### src/verilog/addr_map_consts.svh
// Constants of the address map and the external bus unit
// Assumes inclusion by the bus unit, the checker and the bench
`ifndef ADDR_MAP_CONSTS_SVH
`define ADDR_MAP_CONSTS_SVH
`define SEG_BITS          8
`define PAGE_BIT_HI       15
`define PAGE_BIT_LO       14
`define SYS_LO            24'h008000
`define SYS_HI            24'h00ffff
`define CREG_LO           24'h00fc00
`define CREG_HI           24'h00ffff
`define CREG_BYTES        1024
`define CREG_AREA_BYTES   512
`define DUAL_LO           24'h00f400
`define DUAL_HI           24'h00fbff
`define DUAL_BIT_LO       24'h00fb00
`define EXT0_LO           24'h000000
`define EXT0_HI           24'h007fff
`define EXT1_LO           24'h010000
`define EXT1_HI           24'h1fffff
`define LOCAL_LO          24'h200000
`define LOCAL_HI          24'h2007ff
`define EXTIO_LO          24'h200800
`define EXTIO_HI          24'h3fffff
`define EXT2_LO           24'h400000
`define EXT2_HI           24'hbeffff
`define PROG_LO           24'hc00000
`define PROG_HI           24'hf7ffff
`define RSV_LO            24'hf80000
`define RSV_HI            24'hffefff
`define FREG_LO           24'hfff000
`define FREG_HI           24'hffffff
`define FREG_DEFINED_TOP  12'h0ff
`define TRAP_CODE         16'h9b9b
`define WIN_COUNT         5
`define CS_COUNT          4
`define SEGLINE_MAX       8
`define TIMING_RESET      8'h01
`endif

### src/verilog/addr_map_pkg.sv
// Types shared by the address map and the external bus unit
// Assumes the constants header is on the include path
package addr_map_pkg;
  typedef enum logic [2:0] {
    MODE_SINGLE   = 3'h0,
    MODE_D16_DMUX = 3'h1,
    MODE_D16_MUX  = 3'h2,
    MODE_D8_MUX   = 3'h3,
    MODE_D8_DMUX  = 3'h4
  } bus_mode_t;
  typedef enum logic [3:0] {
    REG_EXT, REG_SYS, REG_CREG, REG_LOCAL, REG_EXTIO, REG_PROG, REG_RSV, REG_FREG
  } region_t;
  typedef struct packed {
    logic [23:0] base;
    logic [4:0]  size_log2;
    logic        enable;
  } window_range_t;
  typedef struct packed {
    bus_mode_t   mode;
    logic [7:0]  wait_cycles;
  } window_setting_t;
  typedef struct packed {
    logic        valid;
    logic        write;
    logic        word;
    logic [23:0] addr;
    logic [15:0] wdata;
  } access_req_t;
  typedef enum logic [2:0] {
    ST_IDLE = 3'b000,
    ST_ADDR = 3'b001,
    ST_WAIT = 3'b011,
    ST_DATA = 3'b010,
    ST_DONE = 3'b110
  } bus_state_t;
endpackage

### src/verilog/window_match.sv
// One address window comparator
// Assumes a combinational use inside the bus unit
`timescale 1ns/10ps
module window_match
  import addr_map_pkg::*;
(
  input  wire window_range_t range_in,
  input  wire logic [23:0]   addr_in,
  output logic               hit_out
);
  logic [23:0] mask;
  always_comb begin
    mask    = 24'hffffff << range_in.size_log2;
    hit_out = range_in.enable && ((addr_in & mask) == (range_in.base & mask));
  end
endmodule // window_match

### src/verilog/address_map_external_bus_ctrl.sv
// Address map decoder and external bus unit
`timescale 1ns/10ps
`include "addr_map_consts.svh"
module address_map_external_bus_ctrl
  import addr_map_pkg::*;
(
  input  wire logic                 clk_sys_in,
  input  wire logic                 resetn_in,
  input  wire access_req_t          req_in,
  input  wire logic                 req_fetch_in,
  input  wire logic [15:0]          internal_rdata_in,
  input  wire bus_mode_t            global_mode_in,
  input  wire logic [3:0]           segment_lines_in,
  input  wire window_range_t [4:1]  window_range_setting_in,
  input  wire window_setting_t [4:0] window_setting_in,
  input  wire logic [15:0]          data_port_in,
  output logic                      req_ready_out,
  output logic                      done_out,
  output logic [15:0]               rdata_out,
  output logic                      access_trap_out,
  output logic                      internal_sel_out,
  output logic                      pipeline_off_out,
  output logic                      bit_addressable_out,
  output logic                      control_area_out,
  output logic [`SEG_BITS-1:0]      segment_out,
  output logic [1:0]                page_out,
  output logic                      reference_clock_output_out,
  output logic [15:0]               address_port_out,
  output logic [15:0]               data_port_out,
  output logic [15:0]               data_port_oe_out,
  output logic [7:0]                segment_port_out,
  output logic                      ale_out,
  output logic                      rd_n_out,
  output logic                      wr_n_out,
  output logic [`CS_COUNT-1:0]      cs_n_out,
  output logic                      cs4_internal_out,
  output logic                      local_bus_sel_out
);
  typedef struct packed {
    bus_state_t      st;
    access_req_t     acc;
    window_setting_t set;
    logic [2:0]      win;
    logic [7:0]      wcnt;
    logic            ready;
    logic            done;
    logic [15:0]     rdata;
    logic            trap;
    logic            intsel;
    logic            pipe_off;
    logic            bitad;
    logic            creg;
    logic [7:0]      seg;
    logic [1:0]      page;
    logic            refclk;
    logic [15:0]     aport;
    logic [15:0]     dport;
    logic [15:0]     doe;
    logic [7:0]      segport;
    logic            ale;
    logic            rd_n;
    logic            wr_n;
    logic [3:0]      cs_n;
    logic            cs4;
    logic            lbus;
  } state_t;

  state_t      s_q;
  state_t      s_d;
  logic [4:1]  hit;
  region_t     region;
  logic [2:0]  win_sel;
  logic [7:0]  seg_mask;
  logic        is_mux;
  logic        is_d8;

  genvar gi;
  generate
    for (gi = 1; gi <= 4; gi++) begin : g_win
      window_match u_match (
        .range_in (window_range_setting_in[gi]),
        .addr_in  (req_in.addr),
        .hit_out  (hit[gi])
      );
    end
  endgenerate

  always_comb begin
    region = REG_EXT;
    if (req_in.addr >= `SYS_LO && req_in.addr <= `SYS_HI) begin
      region = REG_SYS;
    end
    if (req_in.addr >= `CREG_LO && req_in.addr <= `CREG_HI) begin
      region = REG_CREG;
    end
    if (req_in.addr >= `LOCAL_LO && req_in.addr <= `LOCAL_HI) begin
      region = REG_LOCAL;
    end
    if (req_in.addr >= `EXTIO_LO && req_in.addr <= `EXTIO_HI) begin
      region = REG_EXTIO;
    end
    if (req_in.addr >= `PROG_LO && req_in.addr <= `PROG_HI) begin
      region = REG_PROG;
    end
    if (req_in.addr > `EXT2_HI && req_in.addr < `PROG_LO) begin
      region = REG_RSV;
    end
    if (req_in.addr >= `RSV_LO && req_in.addr <= `RSV_HI) begin
      region = REG_RSV;
    end
    if (req_in.addr >= `FREG_LO) begin
      region = REG_FREG;
    end
    if (hit[4]) begin
      win_sel = 3'h4;
    end else if (hit[3]) begin
      win_sel = 3'h3;
    end else if (hit[2]) begin
      win_sel = 3'h2;
    end else if (hit[1]) begin
      win_sel = 3'h1;
    end else begin
      win_sel = 3'h0;
    end
    seg_mask = 8'hff >> (4'h8 - ((segment_lines_in > 4'h8) ? 4'h8 : segment_lines_in));
    is_mux   = (s_q.set.mode == MODE_D16_MUX) || (s_q.set.mode == MODE_D8_MUX);
    is_d8    = (s_q.set.mode == MODE_D8_MUX) || (s_q.set.mode == MODE_D8_DMUX);

    s_d        = s_q;
    s_d.done   = 1'b0;
    s_d.trap   = 1'b0;
    // reference clock toggles on every clk_sys_in rise, bus phases change on both its edges
    s_d.refclk = ~s_q.refclk;
    unique case (s_q.st)
      ST_IDLE: begin
        s_d.ready = 1'b1;
        if (req_in.valid && s_q.ready) begin
          s_d.ready    = 1'b0;
          s_d.acc      = req_in;
          s_d.seg      = req_in.addr[23:16];
          s_d.page     = req_in.addr[`PAGE_BIT_HI:`PAGE_BIT_LO];
          s_d.pipe_off = (region == REG_EXTIO);
          s_d.creg     = (region == REG_CREG);
          // bit addressable upper dual RAM and registers
          s_d.bitad    = (req_in.addr >= `DUAL_BIT_LO && req_in.addr <= `DUAL_HI) || (region == REG_CREG);
          s_d.acc.word = req_in.word & ~req_in.addr[0];
          if (region == REG_RSV) begin
            s_d.trap = 1'b1;
            s_d.done = 1'b1;
            s_d.st   = ST_DONE;
          end else if (region == REG_FREG) begin
            s_d.rdata  = (req_in.addr[11:0] > `FREG_DEFINED_TOP) ? `TRAP_CODE : internal_rdata_in;
            s_d.intsel = 1'b1;
            s_d.done   = 1'b1;
            s_d.st     = ST_DONE;
          end else if (region == REG_SYS || region == REG_CREG || region == REG_PROG) begin
            s_d.rdata  = internal_rdata_in;
            s_d.intsel = 1'b1;
            s_d.done   = 1'b1;
            s_d.st     = ST_DONE;
          end else if (global_mode_in == MODE_SINGLE && region != REG_LOCAL) begin
            // no external cycle in single chip
            s_d.trap = 1'b1;
            s_d.done = 1'b1;
            s_d.st   = ST_DONE;
          end else begin
            s_d.win  = (region == REG_LOCAL) ? 3'h0 : win_sel;
            s_d.set  = window_setting_in[(region == REG_LOCAL) ? 3'h0 : win_sel];
            if (s_d.set.mode == MODE_SINGLE) begin
              s_d.set.mode = global_mode_in;
            end
            s_d.lbus    = (region == REG_LOCAL);
            s_d.segport = req_in.addr[23:16] & seg_mask;
            s_d.st      = ST_ADDR;
          end
        end
      end
      ST_ADDR: begin
        s_d.aport = s_q.acc.addr[15:0];
        s_d.ale   = 1'b1;
        if (is_mux) begin
          s_d.dport = s_q.acc.addr[15:0];
          s_d.doe   = 16'hffff;
        end
        if (!s_q.lbus && s_q.win != 3'h4) begin
          s_d.cs_n = ~(4'h1 << s_q.win[1:0]);
        end
        s_d.cs4  = !s_q.lbus && (s_q.win == 3'h4);
        s_d.wcnt = s_q.set.wait_cycles;
        s_d.st   = ST_WAIT;
      end
      ST_WAIT: begin
        s_d.ale  = 1'b0;
        s_d.rd_n = s_q.acc.write;
        s_d.wr_n = ~s_q.acc.write;
        // data on full or low byte
        s_d.dport = s_q.acc.wdata;
        s_d.doe   = s_q.acc.write ? (is_d8 ? 16'h00ff : 16'hffff) : 16'h0000;
        if (s_q.wcnt == 8'h00) begin
          s_d.st = ST_DATA;
        end else begin
          s_d.wcnt = s_q.wcnt - 8'h01;
        end
      end
      ST_DATA: begin
        s_d.rdata = is_d8 ? {8'h00, data_port_in[7:0]} : data_port_in;
        s_d.rd_n  = 1'b1;
        s_d.wr_n  = 1'b1;
        s_d.doe   = 16'h0000;
        s_d.cs_n  = 4'hf;
        s_d.cs4   = 1'b0;
        s_d.done  = 1'b1;
        s_d.st    = ST_DONE;
      end
      ST_DONE: begin
        s_d.intsel = 1'b0;
        s_d.lbus   = 1'b0;
        s_d.ready  = 1'b1;
        s_d.st     = ST_IDLE;
      end
      default: begin
        s_d.st = ST_IDLE;
      end
    endcase
  end

  always_ff @(posedge clk_sys_in or negedge resetn_in) begin
    if (!resetn_in) begin
      s_q      <= '0;
      s_q.rd_n <= 1'b1;
      s_q.wr_n <= 1'b1;
      s_q.cs_n <= 4'hf;
    end else begin
      s_q <= s_d;
    end
  end

  always_comb begin
    req_ready_out              = s_q.ready;
    done_out                   = s_q.done;
    rdata_out                  = s_q.rdata;
    access_trap_out            = s_q.trap;
    internal_sel_out           = s_q.intsel;
    pipeline_off_out           = s_q.pipe_off;
    bit_addressable_out        = s_q.bitad;
    control_area_out           = s_q.creg;
    segment_out                = s_q.seg;
    page_out                   = s_q.page;
    reference_clock_output_out = s_q.refclk;
    address_port_out           = s_q.aport;
    data_port_out              = s_q.dport;
    data_port_oe_out           = s_q.doe;
    segment_port_out           = s_q.segport;
    ale_out                    = s_q.ale;
    rd_n_out                   = s_q.rd_n;
    wr_n_out                   = s_q.wr_n;
    cs_n_out                   = s_q.cs_n;
    cs4_internal_out           = s_q.cs4;
    local_bus_sel_out          = s_q.lbus;
  end
endmodule // address_map_external_bus_ctrl

### config.mk
export PLATFORM = sky130hd
export DESIGN_NAME = address_map_external_bus_ctrl
export DESIGN_NICKNAME = d
export VERILOG_FILES = /design/src/verilog/addr_map_pkg.sv /design/src/verilog/window_match.sv /design/src/verilog/address_map_external_bus_ctrl.sv
export VERILOG_INCLUDE_DIRS = /design/src /design/src/verilog
export SDC_FILE = /design/constraint.sdc
export NUM_CORES = 1
export LEC_CHECK = 0
export BUFFER_PORTS_ARGS = -buffer_cell sky130_fd_sc_hd__buf_4
export CORE_MARGIN = 2
export CORE_UTILIZATION = 45
export CTS_CLUSTER_SIZE = 16
export DETAILED_ROUTE_END_ITERATION = 10
export GPL_ROUTABILITY_DRIVEN = 0
export GPL_TIMING_DRIVEN = 0
export PLACE_DENSITY = 0.74
export SETUP_SLACK_MARGIN = 0.02
export SYNTH_ARGS = -nofsm -noshare
export SYNTH_HDL_FRONTEND = slang
export SYNTH_HIERARCHICAL = 1
export SYNTH_SLANG_ARGS = --single-unit
### constraint.sdc
create_clock -name clk_sys_in -period 2.4 [get_ports clk_sys_in]
set_input_delay 0.36 -clock clk_sys_in [delete_from_list [all_inputs] [get_ports clk_sys_in]]
set_output_delay 0.36 -clock clk_sys_in [all_outputs]
set_load 0.1 [all_outputs]
==> results.sh, run 1 <==
export IMPL_antenna_cells=0
export IMPL_syn_area_um2=9600
export IMPL_crit_slowest_cell="a2111oi_4"
export IMPL_cp_top_family="compound AO/OA/AOI/OAI gates"
export IMPL_dr_pass1_iters=5
export IMPL_fin_crit_sh_pct=106
export IMPL_ir_drop_mv=0.794
export IMPL_drt_iter0_markers=604
export IMPL_drc=0
export IMPL_path_depth=13
export IMPL_critical_path_max_stage_delay_ps=460
export IMPL_cp_end_kind="flip-flop"
export IMPL_cts_tree="built"
export IMPL_status="complete, but fails checks"
export IMPL_synthDistinctLibCells=72
export IMPL_synth_edf_count=0
export IMPL_synth_area_leaders="dfrtp_1 35%, nand2_1 8.3%, buf_4 7.1%, xnor2_1 5.9%, o21ai_0 3.8%"
export IMPL_failed_checks="negative setup slack"
export IMPL_vias=9685
export IMPL_core_area_um2=21000
export IMPL_path_clk_slew_ps=60
export IMPL_routed_wl_um=34200
export IMPL_groute_usage_overall_pct=29.9
export IMPL_period_needed_ps=2540
export IMPL_pwr_density_cell_nw_per_um2=1240
export IMPL_ios=359
export IMPL_rsz0062_at_grt="yes"
export IMPL_total_power_mw=17.5
export IMPL_fin_util_pct=67.2
export IMPL_ys_warn_count=6
export IMPL_htree_levels=4
export IMPL_seqCellArea_um2=3540
export IMPL_cts_sinks=141
export IMPL_clock_path_buffers=2
export IMPL_netlist_top_cell_by_area="dfrtp_1"
export IMPL_final_antenna_net_count=0
export IMPL_crit_arrival_ps=2830
export IMPL_netlist_instances=1094
export IMPL_synthArstFlopShare_pct=100
export IMPL_overflow=0
export IMPL_fin_setup_tns_ps=-1000
export IMPL_dieArea_um2=22500
export IMPL_holdPathStages=3
export IMPL_drive_gt1_share_pct=44.5
export IMPL_wl_met3_um=2670
export IMPL_numCtsBuffers=17
export IMPL_grt_pass1_wl_um=51200
export IMPL_n_fill_cell=1712
export IMPL_rr_worst_depth=8
export IMPL_setup_worst_path_start_class="input port"
export IMPL_multi_input_area_um2=5600
export IMPL_hpwlAfterDp_um=25700
export IMPL_final_nets=1754
export IMPL_finalSetupViolations=11
export IMPL_drv_cap=0
export IMPL_worst_pin_slew_ps=696
export IMPL_drt_met1_wl_um=13100
export IMPL_ys_ff_latch=141
export IMPL_final_instance_count_excl_fill=1777
export IMPL_area_delta_synth_final_pct=46.7
export IMPL_clk_latency_ps=430
export IMPL_rows=53
export IMPL_crit_type="input port to flip-flop"
export IMPL_avgSynthCellArea_um2=8.78
export IMPL_synth_commonest_cells="213 x nand2_1, 135 x dfrtp_1, 91 x buf_4, 73 x o21ai_0, 65 x xnor2_1"
export IMPL_hold_viol_final=0
export IMPL_met2WireLength_um=17400
export IMPL_die_x_um=150
export IMPL_yosysMostFrequentCell="nand2_1"
export IMPL_fp_dieH_um=150
export IMPL_max_slew_margin_rel_pct=53.6
export IMPL_routedWlPerCell_um=19.2
export IMPL_antenna_found_initial=1
export IMPL_power_leakage_nw=6.87
export IMPL_syn_num_nets=1359
export IMPL_cp_num_buf_inv=3
export IMPL_synth_top_flop_cell="dfrtp_1"
export IMPL_maxSlewViolCount=0
export IMPL_synth_top_area_share_pct=35.2
export IMPL_critical_path_peak_fanout=8
export IMPL_initial_core_util_pct=45.8
export IMPL_grt_max_degree=74
export IMPL_placed_cells=1722
export IMPL_highest_layer="met4"
export IMPL_pre_cts_ws_ps=-933
export IMPL_cp_data_required_time_ps=2700
export IMPL_cp_cell_sequence="buf_4 > xnor2_1 > o22ai_1 > nor4b_2 > o211ai_1 > a2111oi_4 > clkbuf_8 > clkinvlp_4 > o21ai_4 > nand2_4 > o221ai_2 > a31o_2 > o21ai_2"
export IMPL_grt_pass1_vias=9431
export IMPL_finalClockSkew_ps=8.05
export IMPL_final_setup_worst_slack_ps=-139
export IMPL_hold_path_class="input port to flip-flop"
export IMPL_fmax_mhz=394
export IMPL_vias_per_cell=5.45
export IMPL_portBuffers=352
export IMPL_cts_root_buf="clkbuf_16"
export IMPL_ys_seq_area_share_pct=36.8
-- metal layers --
metal,vias up,global-route usage (%)
met4,0,9.91
met1,4584,35.9
li1,4539,-
met2,489,52.9
met3,73,6.68
met5,-,0
-- timing repair --
action / CTS / global route
gates resized for setup: 72 / 21
pin swaps: 43 / 23
endpoints found under the hold margin: 62 / 0
cloned: 1 / 0
endpoints found under the setup margin: 12 / 13
hold buffers: 1 / 0
buffers inserted: 19 / 2
-- logic make-up after synthesis --
logic type	Yosys count	synth area share (%)
AOI/OAI and AO/OA	259	18.3
adders and majority gates	5	0.651
DFF	141	36.8
buffers and inverters	164	11.0
xor gates and xnor gates	97	9.16
muxes	49	5.90
and+or+nand+nor	379	18.1
-- state kept, by name (all words and copies together) (netlist names), 2 cells and up --
register          count
s_q                  66
address_port_out     16
data_port_out        16
rdata_out            16
segment_port_out      8
cs_n_out              4
data_port_oe_out      2
-- final cells by class --
| type | count | area share [%] |
|---|---|---|
| flip-flops and latches | 141 | 25.1 |
| inverters | 22 | 0.613 |
| well taps | 275 | 2.44 |
| repair buffers | 376 | 20.8 |
| plain buffers | 142 | 7.37 |
| multi-input cells | 789 | 39.7 |
| clock inverters | 13 | 0.755 |
| clock buffers | 19 | 3.21 |
-- final timing paths --
| kind | startpoint | endpoint | slack [ps] |
|---|---|---|---|
| max | req_in[29] | s_q[116] | -140 |
| min | req_in[1] | s_q[122] | 120 |
| max reg2reg | s_q[164] | s_q[121] | 220 |
| min reg2reg | reference_clock_output_out | reference_clock_output_out | 430 |
| max in group asynchronous | resetn_in | s_q[149] | 1120 |
| min in group asynchronous | resetn_in | rdata_out[11] | 510 |
-- metrics by stage --
stage | cell area (um^2) | hold WS [ps]
final | 14100 | 125
after floorplan | 9760 | 64.4
after global placement | 12700 | 408
after CTS | 14000 | 111
after detailed placement | 12800 | 408
after global routing | 14100 | 122
-- placed cells by master, fill, tap and decap left out, types with 21 or more instances in the layout --
| master | count |
|---|---|
| mux2_2 | 21 |
| xnor2_2 | 26 |
| nand2_1 | 212 |
| xnor2_1 | 35 |
| a21oi_1 | 53 |
| xor2_1 | 28 |
| buf_4 | 449 |
| nor2_1 | 61 |
| dfrtp_1 | 135 |
| nand3_1 | 26 |
| o21ai_0 | 59 |
-- worst min-delay path: stages --
cell	delay, ps
buf_4	80
nand2_1	40
nand2_1	40
-- where the power goes --
part           internal [mW]  leakage (nW)  switching [mW]
Clock                   1.40         0.273            1.07
Combinational           3.35          4.85            7.52
Sequential              3.44          1.75           0.753
Total                   8.18          6.87            9.35
Note: power is estimated with default switching activity, not from simulation.
==> run 2: changes to the inputs <==
--- a/config.mk
+++ b/config.mk
@@ -7,6 +7,7 @@
 export NUM_CORES = 1
 export LEC_CHECK = 0
 export BUFFER_PORTS_ARGS = -buffer_cell sky130_fd_sc_hd__buf_4
+export CORE_ASPECT_RATIO = 2
 export CORE_MARGIN = 2
 export CORE_UTILIZATION = 45
 export CTS_CLUSTER_SIZE = 16
==> run 2 against run 1 <==
  * The flow still finishes with violations (negative setup slack)
  * Final cell count decreased by 0.39%
  * First-iteration DRC count fell by 3.6%
  * Sequential cell count unchanged
  * Highest routed layer unchanged
  * Combinational power hardly changed
==> results.sh, run 2 (synthesized netlist as in run 1, its figures left out) <==
export IMPL_portBuffers=352
export IMPL_drc=0
export IMPL_cp_num_buf_inv=2
export IMPL_n_fill_cell=1744
export IMPL_crit_arrival_ps=2990
export IMPL_setup_worst_path_start_class="input port"
export IMPL_fin_util_pct=66.8
export IMPL_drt_iter0_markers=582
export IMPL_dr_pass1_iters=5
export IMPL_fin_setup_tns_ps=-2420
export IMPL_hold_path_class="input port to flip-flop"
export IMPL_final_instance_count_excl_fill=1770
export IMPL_maxSlewViolCount=0
export IMPL_max_slew_margin_rel_pct=54.7
export IMPL_pre_cts_ws_ps=-1010
export IMPL_cp_top_family="compound AO/OA/AOI/OAI gates"
export IMPL_largest_reg_flops=66
export IMPL_critical_path_peak_fanout=10
export IMPL_cts_tree="built"
export IMPL_numCtsBuffers=17
export IMPL_status="complete, but fails checks"
export IMPL_layout_commonest_cell="buf_4"
export IMPL_die_x_um=107
export IMPL_cts_sinks=141
export IMPL_routedWlPerCell_um=19.6
export IMPL_final_setup_worst_slack_ps=-249
export IMPL_htree_levels=4
export IMPL_clk_latency_ps=430
export IMPL_crit_slowest_cell="a2111oi_4"
export IMPL_drive_gt1_share_pct=43.4
export IMPL_placed_cells=1716
export IMPL_area_delta_synth_final_pct=45.5
export IMPL_antenna_found_initial=1
export IMPL_final_nets=1752
export IMPL_core_area_um2=20900
export IMPL_period_needed_ps=2650
export IMPL_fmax_mhz=377
export IMPL_grt_pass1_vias=9753
export IMPL_hpwlAfterDp_um=26800
export IMPL_grt_pass1_wl_um=51400
export IMPL_finalSetupViolations=11
export IMPL_regMostFlops="s_q"
export IMPL_power_leakage_nw=6.80
export IMPL_fin_crit_sh_pct=110
export IMPL_ios=359
export IMPL_layout_cells_most_common_list="451 x buf_4, 212 x nand2_1, 135 x dfrtp_1"
export IMPL_cp_data_required_time_ps=2750
export IMPL_cp_cell_sequence="buf_8 > xnor2_4 > o2111ai_4 > nor4b_4 > o211ai_1 > a2111oi_4 > buf_4 > nor2_1 > o21ai_1 > o21ai_0 > a22oi_2 > nand3_1 > a31oi_1"
export IMPL_cp_end_kind="flip-flop"
export IMPL_groute_usage_overall_pct=29.9
export IMPL_failed_checks="negative setup slack"
export IMPL_critical_path_max_stage_delay_ps=420
export IMPL_vias_per_cell=5.48
export IMPL_path_clk_slew_ps=60
export IMPL_clock_path_buffers=2
export IMPL_hold_viol_final=0
export IMPL_dieArea_um2=22600
export IMPL_rows=75
export IMPL_drv_cap=0
export IMPL_fp_dieH_um=211
export IMPL_crit_type="input port to flip-flop"
export IMPL_grt_max_degree=95
export IMPL_finalClockSkew_ps=7.23
export IMPL_overflow=0
export IMPL_initial_core_util_pct=45.9
export IMPL_final_antenna_net_count=0
export IMPL_routed_wl_um=34600
export IMPL_rsz0062_at_grt="yes"
export IMPL_ir_drop_mv=1.17
export IMPL_vias=9696
export IMPL_worst_pin_slew_ps=673
export IMPL_cts_root_buf="clkbuf_16"
export IMPL_pwr_density_cell_nw_per_um2=1270
==> run 2: area by class of cell <==
| class | instances | area, um^2 | share of cell area, % |
|---|---|---|---|
| clock inverters | 13 | 165 | 1.18 |
| repair buffers | 374 | 2890 | 20.7 |
| inverters | 22 | 86.3 | 0.618 |
| plain buffers | 142 | 1050 | 7.49 |
| diodes | 1 | 2.50 | 0.0179 |
| clock buffers | 19 | 433 | 3.10 |
| well taps | 269 | 337 | 2.41 |
| multi-input cells | 789 | 5480 | 39.2 |
| flip-flops and latches | 141 | 3540 | 25.3 |
==> run 2: per-stage QoR <==
| stage | hold WS, ps | cell area (um^2) | power (mW) |
|---|---|---|---|
| after floorplan | 64.4 | 9760 | 12.4 |
| after global placement | 408 | 12700 | 14.7 |
| after detailed placement | 325 | 12800 | 14.9 |
| after CTS | 115 | 13700 | 17.7 |
| after global routing | 128 | 14000 | 18.5 |
| final | 126 | 14000 | 17.7 |
==> run 2: tightest hold or removal path, cell delays in order <==
cell and delay (ps):
buf_4 80, nand2_1 40, nand2_1 50
==> run 2: routing by layer <==
| metal | track usage [%] | up-vias | wire length [um] |
|---|---|---|---|
| li1 | - | 4522 | - |
| met1 | 30.1 | 4593 | 11500 |
| met2 | 56.9 | 470 | 18900 |
| met3 | 5.01 | 111 | 2220 |
| met4 | 16.1 | 0 | 1980 |
| met5 | 0 | - | 0 |
==> run 2: what timing repair did <==
item	4_1_cts	5_1_grt
setup endpoints to repair	12	13
buffers inserted	9	11
resized for setup	39	34
hold endpoints to repair	42	0
pin swaps	20	13
hold buffers	1	0
==> run 2: power by group <==
part	total, mW	switching [mW]	internal (mW)
registers	4.15	0.717	3.44
clock network	2.70	1.06	1.64
logic	10.9	7.55	3.33
total	17.7	9.33	8.41
==> run 2: worst paths after layout <==
check,slack (ps),from,cells past startpoint,endpoint
max in group asynchronous,1130,resetn_in,3,rd_n_out
hold / removal,130,req_in[1],3,s_q[122]
setup / recovery,-250,req_in[36],13,s_q[118]
min in group asynchronous,430,resetn_in,2,address_port_out[11]
setup reg to reg,270,s_q[165],7,rdata_out[9]
hold reg to reg,420,reference_clock_output_out,1,reference_clock_output_out
